==> src/verilog/eba_pkg.sv <==
// Operation
// - blocks are 4 bytes by default, selectable as 8 or 16 bytes
// - capacity selector 0 (2K bits) to 8 (512K bits) sets address layout
// - block count equals byte capacity divided by block size
// - a request checks the bus is free, then sends start before addressing
// - slave address byte derives from block number, based on A0h
// - out-of-range block number reports 44h and starts no bus activity
// - bus unusable at request time reports 60h and abandons request
// - missing acknowledge to the address byte reports 20h
// - refused data byte reports 41h
// - status 80h during a write, A0h in write cycle, C0h for a whole read
// - stuck bus is freed by at most 9 dummy clock pulses
// - exactly one clock pulse can be issued on demand
// - transfers end with a stop condition, after errors and completion
// - status top bit set while busy, cleared when finished
// - after writing, poll 100 us after each stop with start and write address
package eba_pkg;
  // ****************
  // timing
  // ****************
  localparam int CLK_HZ = 25000000;
  localparam int SCL_HZ = 100000;
  // rounded up so the bus never runs above its rate
  localparam int QTR_CYC = (CLK_HZ + 4 * SCL_HZ - 1) / (4 * SCL_HZ);
  localparam logic [6:0] QTR_LAST = 7'(QTR_CYC - 1);
  localparam int POLL_US = 100;
  localparam int POLL_CYC = (CLK_HZ / 1000000) * POLL_US;
  localparam logic [11:0] POLL_LAST = 12'(POLL_CYC - 1);
  // ****************
  // codes and limits
  // ****************
  localparam logic [7:0] SLAVE_BASE = 8'hA0;
  localparam logic [7:0] OK_CODE = 8'h00;
  localparam logic [7:0] PARAM_ERROR_CODE = 8'h44;
  localparam logic [7:0] ADDRESS_NACK_CODE = 8'h20;
  localparam logic [7:0] DATA_NACK_CODE = 8'h41;
  localparam logic [7:0] BUS_ERROR_CODE = 8'h60;
  localparam logic [7:0] TRANSMIT_CODE = 8'h80;
  localparam logic [7:0] WRITE_CYCLE_STATE = TRANSMIT_CODE + 8'h20;
  localparam logic [7:0] RECEIVE_CODE = TRANSMIT_CODE + 8'h40;
  localparam logic [3:0] MAX_RELEASE_PULSES = 4'h9;
  localparam logic [3:0] CAP_MAX = 4'h8;
  localparam logic [3:0] CAP_SHORT_ADDR_MAX = 4'h3;
  localparam logic [16:0] CAP_MIN_BYTES = 17'h00100;
  localparam logic [2:0] BLOCK_LOG_MIN = 3'h2;
  localparam logic [3:0] ACK_BIT = 4'h8;
  localparam logic [7:0] STATUS_RST = 8'h00;
  localparam logic [15:0] BLOCK_COUNT_RST = 16'h0000;
  // ****************
  // types
  // ****************
  typedef enum logic [5:0] {
    ST_IDLE = 6'h01, ST_START = 6'h02, ST_BYTE = 6'h04,
    ST_STOP = 6'h08, ST_WAIT = 6'h10, ST_PULSE = 6'h20
  } eba_state_t;
  typedef enum logic [6:0] {
    SP_SLA_W = 7'h01, SP_ADDR_HI = 7'h02, SP_ADDR_LO = 7'h04, SP_DATA_TX = 7'h08,
    SP_SLA_R = 7'h10, SP_DATA_RX = 7'h20, SP_POLL = 7'h40
  } eba_step_t;
endpackage : eba_pkg

==> src/verilog/eba_block_master.sv <==
`timescale 1ns/1ps
module eba_block_master (
  // clock and reset
  input wire logic CLK_SYS,
  input wire logic RESET,
  // configuration
  input wire logic [1:0] BLOCK_BYTES,
  input wire logic [3:0] CAPACITY_SEL,
  // requests
  input wire logic WRITE_BLOCK_REQUEST,
  input wire logic READ_BLOCK_REQUEST,
  input wire logic RELEASE_BUS_REQUEST,
  input wire logic CLOCK_PULSE_REQUEST,
  input wire logic [15:0] BLOCK_NUMBER,
  input wire logic [127:0] WRITE_DATA,
  // results
  output logic [7:0] STATUS,
  output logic [15:0] BLOCK_COUNT,
  output logic [127:0] READ_DATA,
  // bus pins, open drain
  input wire logic SCL_IN,
  output logic SCL_OUT,
  output logic SCL_OE,
  input wire logic SDA_IN,
  output logic SDA_OUT,
  output logic SDA_OE
);
  // ****************
  // declarations
  // ****************
  logic scl_m_r, scl_s_r, sda_m_r, sda_s_r;
  logic [6:0] div_r;
  logic [1:0] q_r;
  logic [3:0] bit_r;
  logic tick, end_q, byte_end, bus_free, last_byte, in_range, rx, drive;
  eba_pkg::eba_state_t state_r;
  eba_pkg::eba_step_t step_r;
  logic [7:0] status_r, fin_r;
  logic poll_r, rd_r, rel_r, nack_r;
  logic [3:0] pulses_r, cnt_r, cap_r;
  logic [11:0] wait_r;
  logic [15:0] addr_r, count_r;
  logic [1:0] bsel_r;
  logic [7:0] shift_r, tx_byte, cur_byte;
  logic [127:0] wdata_r, rdata_r;
  logic [16:0] blocks;
  logic scl_oe_r, sda_oe_r;

  // ****************
  // functions
  // ****************
  function automatic logic [2:0] blk_log(input logic [1:0] sel);
    case (sel)
      2'h0: blk_log = eba_pkg::BLOCK_LOG_MIN;
      2'h1: blk_log = eba_pkg::BLOCK_LOG_MIN + 3'h1;
      default: blk_log = eba_pkg::BLOCK_LOG_MIN + 3'h2;
    endcase
  endfunction : blk_log

  function automatic logic [16:0] blk_total(input logic [3:0] cap, input logic [1:0] sel);
    blk_total = (eba_pkg::CAP_MIN_BYTES << cap) >> blk_log(sel);
  endfunction : blk_total

  // small parts carry the upper address bits in the slave byte
  function automatic logic [7:0] sla_byte(input logic [15:0] a, input logic [3:0] cap,
                                          input logic rd);
    logic [2:0] m;
    m = 3'h0;
    if (cap <= eba_pkg::CAP_SHORT_ADDR_MAX) begin
      m = 3'((4'h1 << cap) - 4'h1);
    end
    sla_byte = eba_pkg::SLAVE_BASE | {4'h0, a[10:8] & m, rd};
  endfunction : sla_byte

  // ****************
  // pin synchronisers
  // ****************
  always_ff @(posedge CLK_SYS) begin
    if (RESET) begin
      scl_m_r <= 1'b1;
      scl_s_r <= 1'b1;
      sda_m_r <= 1'b1;
      sda_s_r <= 1'b1;
    end else begin
      scl_m_r <= SCL_IN;
      scl_s_r <= scl_m_r;
      sda_m_r <= SDA_IN;
      sda_s_r <= sda_m_r;
    end
  end

  // ****************
  // decode
  // ****************
  assign blocks = blk_total(CAPACITY_SEL, BLOCK_BYTES);
  assign in_range = (CAPACITY_SEL <= eba_pkg::CAP_MAX)
                    && ({1'b0, BLOCK_NUMBER} < blocks);
  assign bus_free = scl_s_r & sda_s_r;
  assign tick = (div_r == eba_pkg::QTR_LAST);
  assign end_q = tick && (q_r == 2'h3);
  assign byte_end = (state_r == eba_pkg::ST_BYTE) && end_q && (bit_r == eba_pkg::ACK_BIT);
  assign last_byte = (cnt_r == 4'((5'h1 << blk_log(bsel_r)) - 5'h1));
  assign rx = (step_r == eba_pkg::SP_DATA_RX);

  always_comb begin
    case (step_r)
      eba_pkg::SP_SLA_W, eba_pkg::SP_POLL: tx_byte = sla_byte(addr_r, cap_r, 1'b0);
      eba_pkg::SP_SLA_R: tx_byte = sla_byte(addr_r, cap_r, 1'b1);
      eba_pkg::SP_ADDR_HI: tx_byte = addr_r[15:8];
      eba_pkg::SP_ADDR_LO: tx_byte = addr_r[7:0];
      eba_pkg::SP_DATA_TX: tx_byte = wdata_r[{cnt_r, 3'h0} +: 8];
      default: tx_byte = 8'hFF;
    endcase
  end

  assign cur_byte = (bit_r == 4'h0) ? tx_byte : shift_r;
  // on the acknowledge bit a receiver holds data low except after the last byte
  assign drive = (bit_r == eba_pkg::ACK_BIT) ? (rx && !last_byte) : (!rx && !cur_byte[7]);

  // ****************
  // quarter-bit timing
  // ****************
  always_ff @(posedge CLK_SYS) begin
    if (RESET || state_r == eba_pkg::ST_IDLE || state_r == eba_pkg::ST_WAIT) begin
      div_r <= 7'h00;
      q_r <= 2'h0;
    end else if (tick) begin
      div_r <= 7'h00;
      q_r <= q_r + 2'h1;
    end else begin
      div_r <= div_r + 7'h01;
    end
  end

  // ****************
  // shifter and buffers
  // ****************
  always_ff @(posedge CLK_SYS) begin
    if (RESET) begin
      bit_r <= 4'h0;
      shift_r <= 8'h00;
      nack_r <= 1'b0;
      rdata_r <= '0;
    end else if (state_r != eba_pkg::ST_BYTE) begin
      bit_r <= 4'h0;
    end else if (tick) begin
      case (q_r)
        2'h0: shift_r <= cur_byte;
        2'h2: begin
          if (bit_r == eba_pkg::ACK_BIT) begin
            nack_r <= sda_s_r;
          end else if (rx) begin
            shift_r <= {shift_r[6:0], sda_s_r};
          end
        end
        2'h3: begin
          if (bit_r == eba_pkg::ACK_BIT) begin
            bit_r <= 4'h0;
            if (rx) begin
              rdata_r[{cnt_r, 3'h0} +: 8] <= shift_r;
            end
          end else begin
            bit_r <= bit_r + 4'h1;
            if (!rx) begin
              shift_r <= {shift_r[6:0], 1'b0};
            end
          end
        end
        default: ;
      endcase
    end
  end

  // ****************
  // line drivers
  // ****************
  always_ff @(posedge CLK_SYS) begin
    if (RESET) begin
      scl_oe_r <= 1'b0;
      sda_oe_r <= 1'b0;
    end else if (tick) begin
      case (state_r)
        eba_pkg::ST_START: begin
          case (q_r)
            2'h0: sda_oe_r <= 1'b0;
            2'h1: scl_oe_r <= 1'b0;
            2'h2: sda_oe_r <= 1'b1;
            default: scl_oe_r <= 1'b1;
          endcase
        end
        eba_pkg::ST_BYTE: begin
          case (q_r)
            2'h0: sda_oe_r <= drive;
            2'h1: scl_oe_r <= 1'b0;
            2'h3: scl_oe_r <= 1'b1;
            default: ;
          endcase
        end
        eba_pkg::ST_STOP: begin
          case (q_r)
            2'h0: scl_oe_r <= 1'b1;
            2'h1: sda_oe_r <= 1'b1;
            2'h2: scl_oe_r <= 1'b0;
            default: sda_oe_r <= 1'b0;
          endcase
        end
        eba_pkg::ST_PULSE: begin
          case (q_r)
            2'h0: begin
              scl_oe_r <= 1'b1;
              sda_oe_r <= 1'b0;
            end
            2'h2: scl_oe_r <= 1'b0;
            default: ;
          endcase
        end
        default: ;
      endcase
    end
  end

  // ****************
  // sequencer
  // ****************
  always_ff @(posedge CLK_SYS) begin
    if (RESET) begin
      state_r <= eba_pkg::ST_IDLE;
      step_r <= eba_pkg::SP_SLA_W;
      status_r <= eba_pkg::STATUS_RST;
      fin_r <= eba_pkg::OK_CODE;
      poll_r <= 1'b0;
      rd_r <= 1'b0;
      rel_r <= 1'b0;
      pulses_r <= 4'h0;
      wait_r <= 12'h000;
      addr_r <= 16'h0000;
      cap_r <= 4'h0;
      bsel_r <= 2'h0;
      cnt_r <= 4'h0;
      wdata_r <= '0;
    end else begin
      case (state_r)
        eba_pkg::ST_IDLE: begin
          if (WRITE_BLOCK_REQUEST || READ_BLOCK_REQUEST) begin
            if (!in_range) begin
              status_r <= eba_pkg::PARAM_ERROR_CODE;
            end else if (!bus_free) begin
              status_r <= eba_pkg::BUS_ERROR_CODE;
            end else begin
              rd_r <= !WRITE_BLOCK_REQUEST;
              status_r <= WRITE_BLOCK_REQUEST ? eba_pkg::TRANSMIT_CODE
                                              : eba_pkg::RECEIVE_CODE;
              addr_r <= 16'(BLOCK_NUMBER << blk_log(BLOCK_BYTES));
              cap_r <= CAPACITY_SEL;
              bsel_r <= BLOCK_BYTES;
              cnt_r <= 4'h0;
              wdata_r <= WRITE_DATA;
              step_r <= eba_pkg::SP_SLA_W;
              poll_r <= 1'b0;
              fin_r <= eba_pkg::OK_CODE;
              state_r <= eba_pkg::ST_START;
            end
          end else if (RELEASE_BUS_REQUEST || CLOCK_PULSE_REQUEST) begin
            rel_r <= RELEASE_BUS_REQUEST;
            pulses_r <= 4'h0;
            status_r <= eba_pkg::TRANSMIT_CODE;
            state_r <= eba_pkg::ST_PULSE;
          end
        end
        eba_pkg::ST_START: begin
          if (end_q) begin
            state_r <= eba_pkg::ST_BYTE;
          end
        end
        eba_pkg::ST_BYTE: begin
          if (byte_end) begin
            case (step_r)
              eba_pkg::SP_SLA_W, eba_pkg::SP_SLA_R: begin
                if (nack_r) begin
                  fin_r <= eba_pkg::ADDRESS_NACK_CODE;
                  state_r <= eba_pkg::ST_STOP;
                end else if (step_r == eba_pkg::SP_SLA_R) begin
                  step_r <= eba_pkg::SP_DATA_RX;
                end else if (cap_r > eba_pkg::CAP_SHORT_ADDR_MAX) begin
                  step_r <= eba_pkg::SP_ADDR_HI;
                end else begin
                  step_r <= eba_pkg::SP_ADDR_LO;
                end
              end
              eba_pkg::SP_ADDR_HI, eba_pkg::SP_ADDR_LO, eba_pkg::SP_DATA_TX: begin
                if (nack_r) begin
                  fin_r <= eba_pkg::DATA_NACK_CODE;
                  state_r <= eba_pkg::ST_STOP;
                end else if (step_r == eba_pkg::SP_ADDR_HI) begin
                  step_r <= eba_pkg::SP_ADDR_LO;
                end else if (step_r == eba_pkg::SP_ADDR_LO) begin
                  step_r <= rd_r ? eba_pkg::SP_SLA_R : eba_pkg::SP_DATA_TX;
                  state_r <= rd_r ? eba_pkg::ST_START : eba_pkg::ST_BYTE;
                end else if (last_byte) begin
                  poll_r <= 1'b1;
                  status_r <= eba_pkg::WRITE_CYCLE_STATE;
                  state_r <= eba_pkg::ST_STOP;
                end else begin
                  cnt_r <= cnt_r + 4'h1;
                end
              end
              eba_pkg::SP_DATA_RX: begin
                if (last_byte) begin
                  fin_r <= eba_pkg::OK_CODE;
                  state_r <= eba_pkg::ST_STOP;
                end else begin
                  cnt_r <= cnt_r + 4'h1;
                end
              end
              default: begin
                // a busy memory refuses the poll; stop and wait again
                poll_r <= nack_r;
                fin_r <= eba_pkg::OK_CODE;
                state_r <= eba_pkg::ST_STOP;
              end
            endcase
          end
        end
        eba_pkg::ST_STOP: begin
          if (end_q) begin
            if (poll_r) begin
              wait_r <= 12'h000;
              state_r <= eba_pkg::ST_WAIT;
            end else begin
              status_r <= fin_r;
              state_r <= eba_pkg::ST_IDLE;
            end
          end
        end
        eba_pkg::ST_WAIT: begin
          if (wait_r == eba_pkg::POLL_LAST) begin
            step_r <= eba_pkg::SP_POLL;
            state_r <= eba_pkg::ST_START;
          end else begin
            wait_r <= wait_r + 12'h001;
          end
        end
        eba_pkg::ST_PULSE: begin
          if (end_q) begin
            pulses_r <= pulses_r + 4'h1;
            if (!rel_r) begin
              status_r <= eba_pkg::OK_CODE;
              state_r <= eba_pkg::ST_IDLE;
            end else if (sda_s_r) begin
              fin_r <= eba_pkg::OK_CODE;
              state_r <= eba_pkg::ST_STOP;
            end else if (pulses_r + 4'h1 == eba_pkg::MAX_RELEASE_PULSES) begin
              fin_r <= eba_pkg::BUS_ERROR_CODE;
              state_r <= eba_pkg::ST_STOP;
            end
          end
        end
        default: state_r <= eba_pkg::ST_IDLE;
      endcase
    end
  end

  always_ff @(posedge CLK_SYS) begin
    if (RESET) begin
      count_r <= eba_pkg::BLOCK_COUNT_RST;
    end else begin
      count_r <= 16'(blocks);
    end
  end

  // ****************
  // outputs
  // ****************
  assign STATUS = status_r;
  assign BLOCK_COUNT = count_r;
  assign READ_DATA = rdata_r;
  assign SCL_OUT = 1'b0;
  assign SDA_OUT = 1'b0;
  assign SCL_OE = scl_oe_r;
  assign SDA_OE = sda_oe_r;
endmodule : eba_block_master

==> config.mk <==
export PLATFORM = sky130hd
export DESIGN_NAME = eba_block_master
export DESIGN_NICKNAME = d
export VERILOG_FILES = /design/src/verilog/eba_pkg.sv /design/src/verilog/eba_block_master.sv
export SDC_FILE = /design/constraint.sdc
export NUM_CORES = 1
export LEC_CHECK = 0
export BUFFER_PORTS_ARGS = -buffer_cell sky130_fd_sc_hd__buf_2
export CAP_MARGIN = 15
export CORE_UTILIZATION = 54
export CTS_CLUSTER_DIAMETER = 30
export DETAILED_ROUTE_END_ITERATION = 8
export PLACE_DENSITY = 0.78
export SLEW_MARGIN = 25
export SYNTH_ARGS = -nofsm -noshare
export SYNTH_HDL_FRONTEND = slang
export SYNTH_SLANG_ARGS = --single-unit
==> constraint.sdc <==
create_clock -name CLK_SYS -period 8.1 [get_ports CLK_SYS]
set_input_delay 0.81 -clock CLK_SYS [delete_from_list [all_inputs] [get_ports CLK_SYS]]
set_output_delay 0.81 -clock CLK_SYS [all_outputs]
set_load 0.01 [all_outputs]
==> results.toml <==
[synth]
syn_area_mm2 = 0.0168
synth_area_leaders = "dfxtp_1 44%, nand2_1 9.1%, mux2i_1 6.9%, a21oi_1 6.6%, mux4_2 5.1%"
synthFlopType = "dfxtp_1"
ys_seq_area_share_pct = 43.6
yosysUniqueCellTypes = 83
synthCells = 1973
synth_edf_count = 0
synth_top_area_share_pct = 43.6
ys_async_sr_fraction_pct = 0
syn_area_per_cell_um2 = 8.49
yosys_warnings = 0
ys_ff_latch = 365
yosys.area.top_type = "dfxtp_1"

[route]
viasPerCell = 5.77
dr.pass1.iters = 5
met3_length_mm = 4.12
wl_met1_mm = 19.5
drc = 0
met2_wirelength_mm = 22.9
drtAntennaViolNets = 0
initialDrtViolationCount = 1308
wirelength_mm = 47.8
via_count = 15500
top_layer_used = "met5"
wl_per_cell_um = 17.8

[die]
dieHeight_um = 178
start_util_pct = 54.8
die_w_um = 178
boundaryPins = 314
coreArea_mm2 = 0.0306
die_area_mm2 = 0.0317
row_count = 64

[power]
p_clk_share_pct = 53.9
pwr-share-comb_pct = 12.4
p_int_mw = 4.31
leakage_nw = 8.83
p_seq_share_pct = 33.7
vdd_drop_max_uv = 163
p_total_mw = 5.84
p_sw_share_pct = 26.2
p_per_area_mw_per_mm2 = 278
p_sw_mw = 1.53

[finish]
final_cell_mix = "404 x nand2_1, 363 x dfxtp_1, 306 x buf_2, 221 x a21oi_1, 184 x nor2_1"
fin_nets = 2418
synthToLayoutAreaGrowth_pct = 25.2
layout_commonest_cell = "nand2_1"
layout-drive-gt1-share_pct = 23.3

[global_route]
grt_first_pass_wirelength_mm = 73.8
overflow = 0
antenna_found_initial = 5
grt_max_degree = 126
grt_pass1_vias = 14500
track_usage_pct = 29.1

[cts]
clk_pin_slew_worst_paths_ps = 50
ctsResizeCount = 0
cts_htree_levels = 3
cts.sinks = 365
tritoncts = "yes"
cts_hold_buf = 0
root_buffer = "clkbuf_16"
cts_max_path_buffers = 3
post-cts-setup-buffers = 0
clk_latency_ps = 570
cts_buffers = 74

[critical_path]
reg2reg_depth = 7
worstSetupPathType = "primary input to flip-flop"
rr_endpoint = "READ_DATA[46]"
worst_path_most_repeated_cell = "a21oi_1"
cp-startpoint = "BLOCK_BYTES[0]"
start_kind = "primary input"
rr_startpoint = "state_r[5]"
cp_max_fo = 82
critPathArrivalTime_ps = 5310
slowest_stage = "and2_4"
required_ps = 8590
r2r_slack_ps = 4470
setup.worst_path.end_class = "flip-flop"
slowest_delay_ps = 770
crit_chain = "buf_2 > nor3b_1 > a21oi_1 > or4_1 > ha_1 > o21ai_0 > a22oi_1 > a211o_1 > a211oi_4 > and2_4 > buf_4 > nand2_1 > a21oi_1"

[place]
port_buffers = 307
gp_congestion = 0.863
dp_hpwl_mm = 31.7

[min_path]
hold_end = "scl_s_r"
hold_class = "flip-flop to flip-flop"
min-delay-start = "scl_m_r"
hold_depth = 1

[timing]
relSlewSlack_pct = 31.8
tightest_slew_ps = 1020
setup_viol = 0
rsz0062_at_grt = "no"
finalWorstPathRequiredPeriod_ps = 4830
period_share_pct = 59.6
finalSetupTns_ps = 0
slew_viol_final = 0
fmax_mhz = 207
hold_viol_final = 0
skew_ps = 22.6

[run_status]
status = "completed"

[run]
drv_cap = 0
==> synth_stat cells (6+ instances only) <==
| cell | number |
|---|---|
| nor4_1 | 12 |
| buf_4 | 9 |
| o22ai_1 | 6 |
| or3_1 | 7 |
| nand2_1 | 405 |
| or2_2 | 9 |
| mux4_2 | 38 |
| inv_1 | 16 |
| ha_1 | 31 |
| xnor2_1 | 9 |
| nor2_1 | 184 |
| nor3_1 | 37 |
| nand3_1 | 69 |
| and3_1 | 30 |
| a31oi_1 | 9 |
| clkbuf_1 | 100 |
| nor3b_1 | 12 |
| o211ai_1 | 9 |
| buf_1 | 6 |
| nand2b_1 | 12 |
| and2_1 | 26 |
| a211oi_1 | 13 |
| xor2_1 | 17 |
| a22oi_1 | 11 |
| mux2i_1 | 116 |
| nand3b_1 | 7 |
| a21oi_1 | 221 |
| o21ai_0 | 44 |
| nor2b_1 | 16 |
| dfxtp_1 | 365 |
| buf_2 | 33 |
==> worst max-delay path, delay by kind of cell <==
| family | cells | cell delay [ps] |
|---|---|---|
| AND/OR/NAND/NOR | 4 | 1660 |
| adder cells (fa/ha/maj) | 1 | 290 |
| buffers and inverters | 2 | 1120 |
| AO/OA/AOI/OAI | 6 | 1340 |
==> worst max path at each step <==
stage                             end  slack [ps]  depth (start not counted)
after global routing      wdata_r[49]        3000                         13
after CTS                 wdata_r[18]        3340                         13
after global placement    wdata_r[37]        2970                         13
after floorplan             step_r[2]        4210                         14
after detailed placement  wdata_r[43]        2830                         13
final                     wdata_r[18]        3270                         13
==> sequential cells by signal, indices dropped and copies added (netlist names), 2 cells and up <==
| name | flops |
|---|---|
| q_r | 2 |
| wdata_r | 128 |
| wait_r | 12 |
| READ_DATA | 128 |
| div_r | 7 |
| state_r | 6 |
| bit_r | 4 |
| addr_r | 16 |
| shift_r | 8 |
| cnt_r | 4 |
| bsel_r | 2 |
| BLOCK_COUNT | 15 |
| fin_r | 3 |
| step_r | 7 |
| cap_r | 4 |
| pulses_r | 4 |
| STATUS | 5 |
==> power groups by stage <==
stage	sequential (mW)	combinational (mW)	clock, mW
after floorplan	1.97	0.545	0
after global placement	2.00	0.682	0
after detailed placement	2.00	0.698	0
after CTS	1.97	0.706	3.17
after global routing	1.98	0.791	3.27
final	1.97	0.724	3.15
==> layout make-up <==
type                       instances  area [µm²]
multi-input combinational       1453        8820
clock buffer                      90        2020
inverter                          16        60.1
antenna                            6        15.0
fill                            2410        9620
sequential                       365        7310
timing repair buffer             319        1640
clock inverter                    44         604
tap                              396         495
==> layer usage <==
layer	track usage (%)	up-vias
met2	48.2	692
met1	36.4	7374
met5	0	-
met3	6.54	107
met4	11.9	6
li1	-	7346
==> cell families after synthesis <==
group / count (synthesis) / synth area share [%]
XOR/XNOR: 26 / 1.36
AND/OR/NAND/NOR: 859 / 23.2
other: 2 / 0.0448
AO/OA/AOI/OAI: 365 / 12.8
buffers and inverters: 165 / 4.19
adder cells (fa/ha/maj): 31 / 2.31
flip-flops: 365 / 43.6
multiplexers: 160 / 12.5
==> through the flow <==
| step | area, µm² | worst slack [ps] | std cells | hold slack [ps] | util, % |
|---|---|---|---|---|---|
| final | 21000 | 3270 | 2689 | 413 | 68.6 |
| after floorplan | 16800 | 4210 | 1983 | 389 | - |
| after CTS | 20900 | 3340 | 2683 | 417 | 68.5 |
| after global routing | 21000 | 3000 | 2685 | 426 | 68.5 |
| after detailed placement | 18300 | 2830 | 2549 | 402 | 59.9 |
| after global placement | 18300 | 2970 | 2549 | 400 | 59.8 |
(Power assumes the default switching activity.)
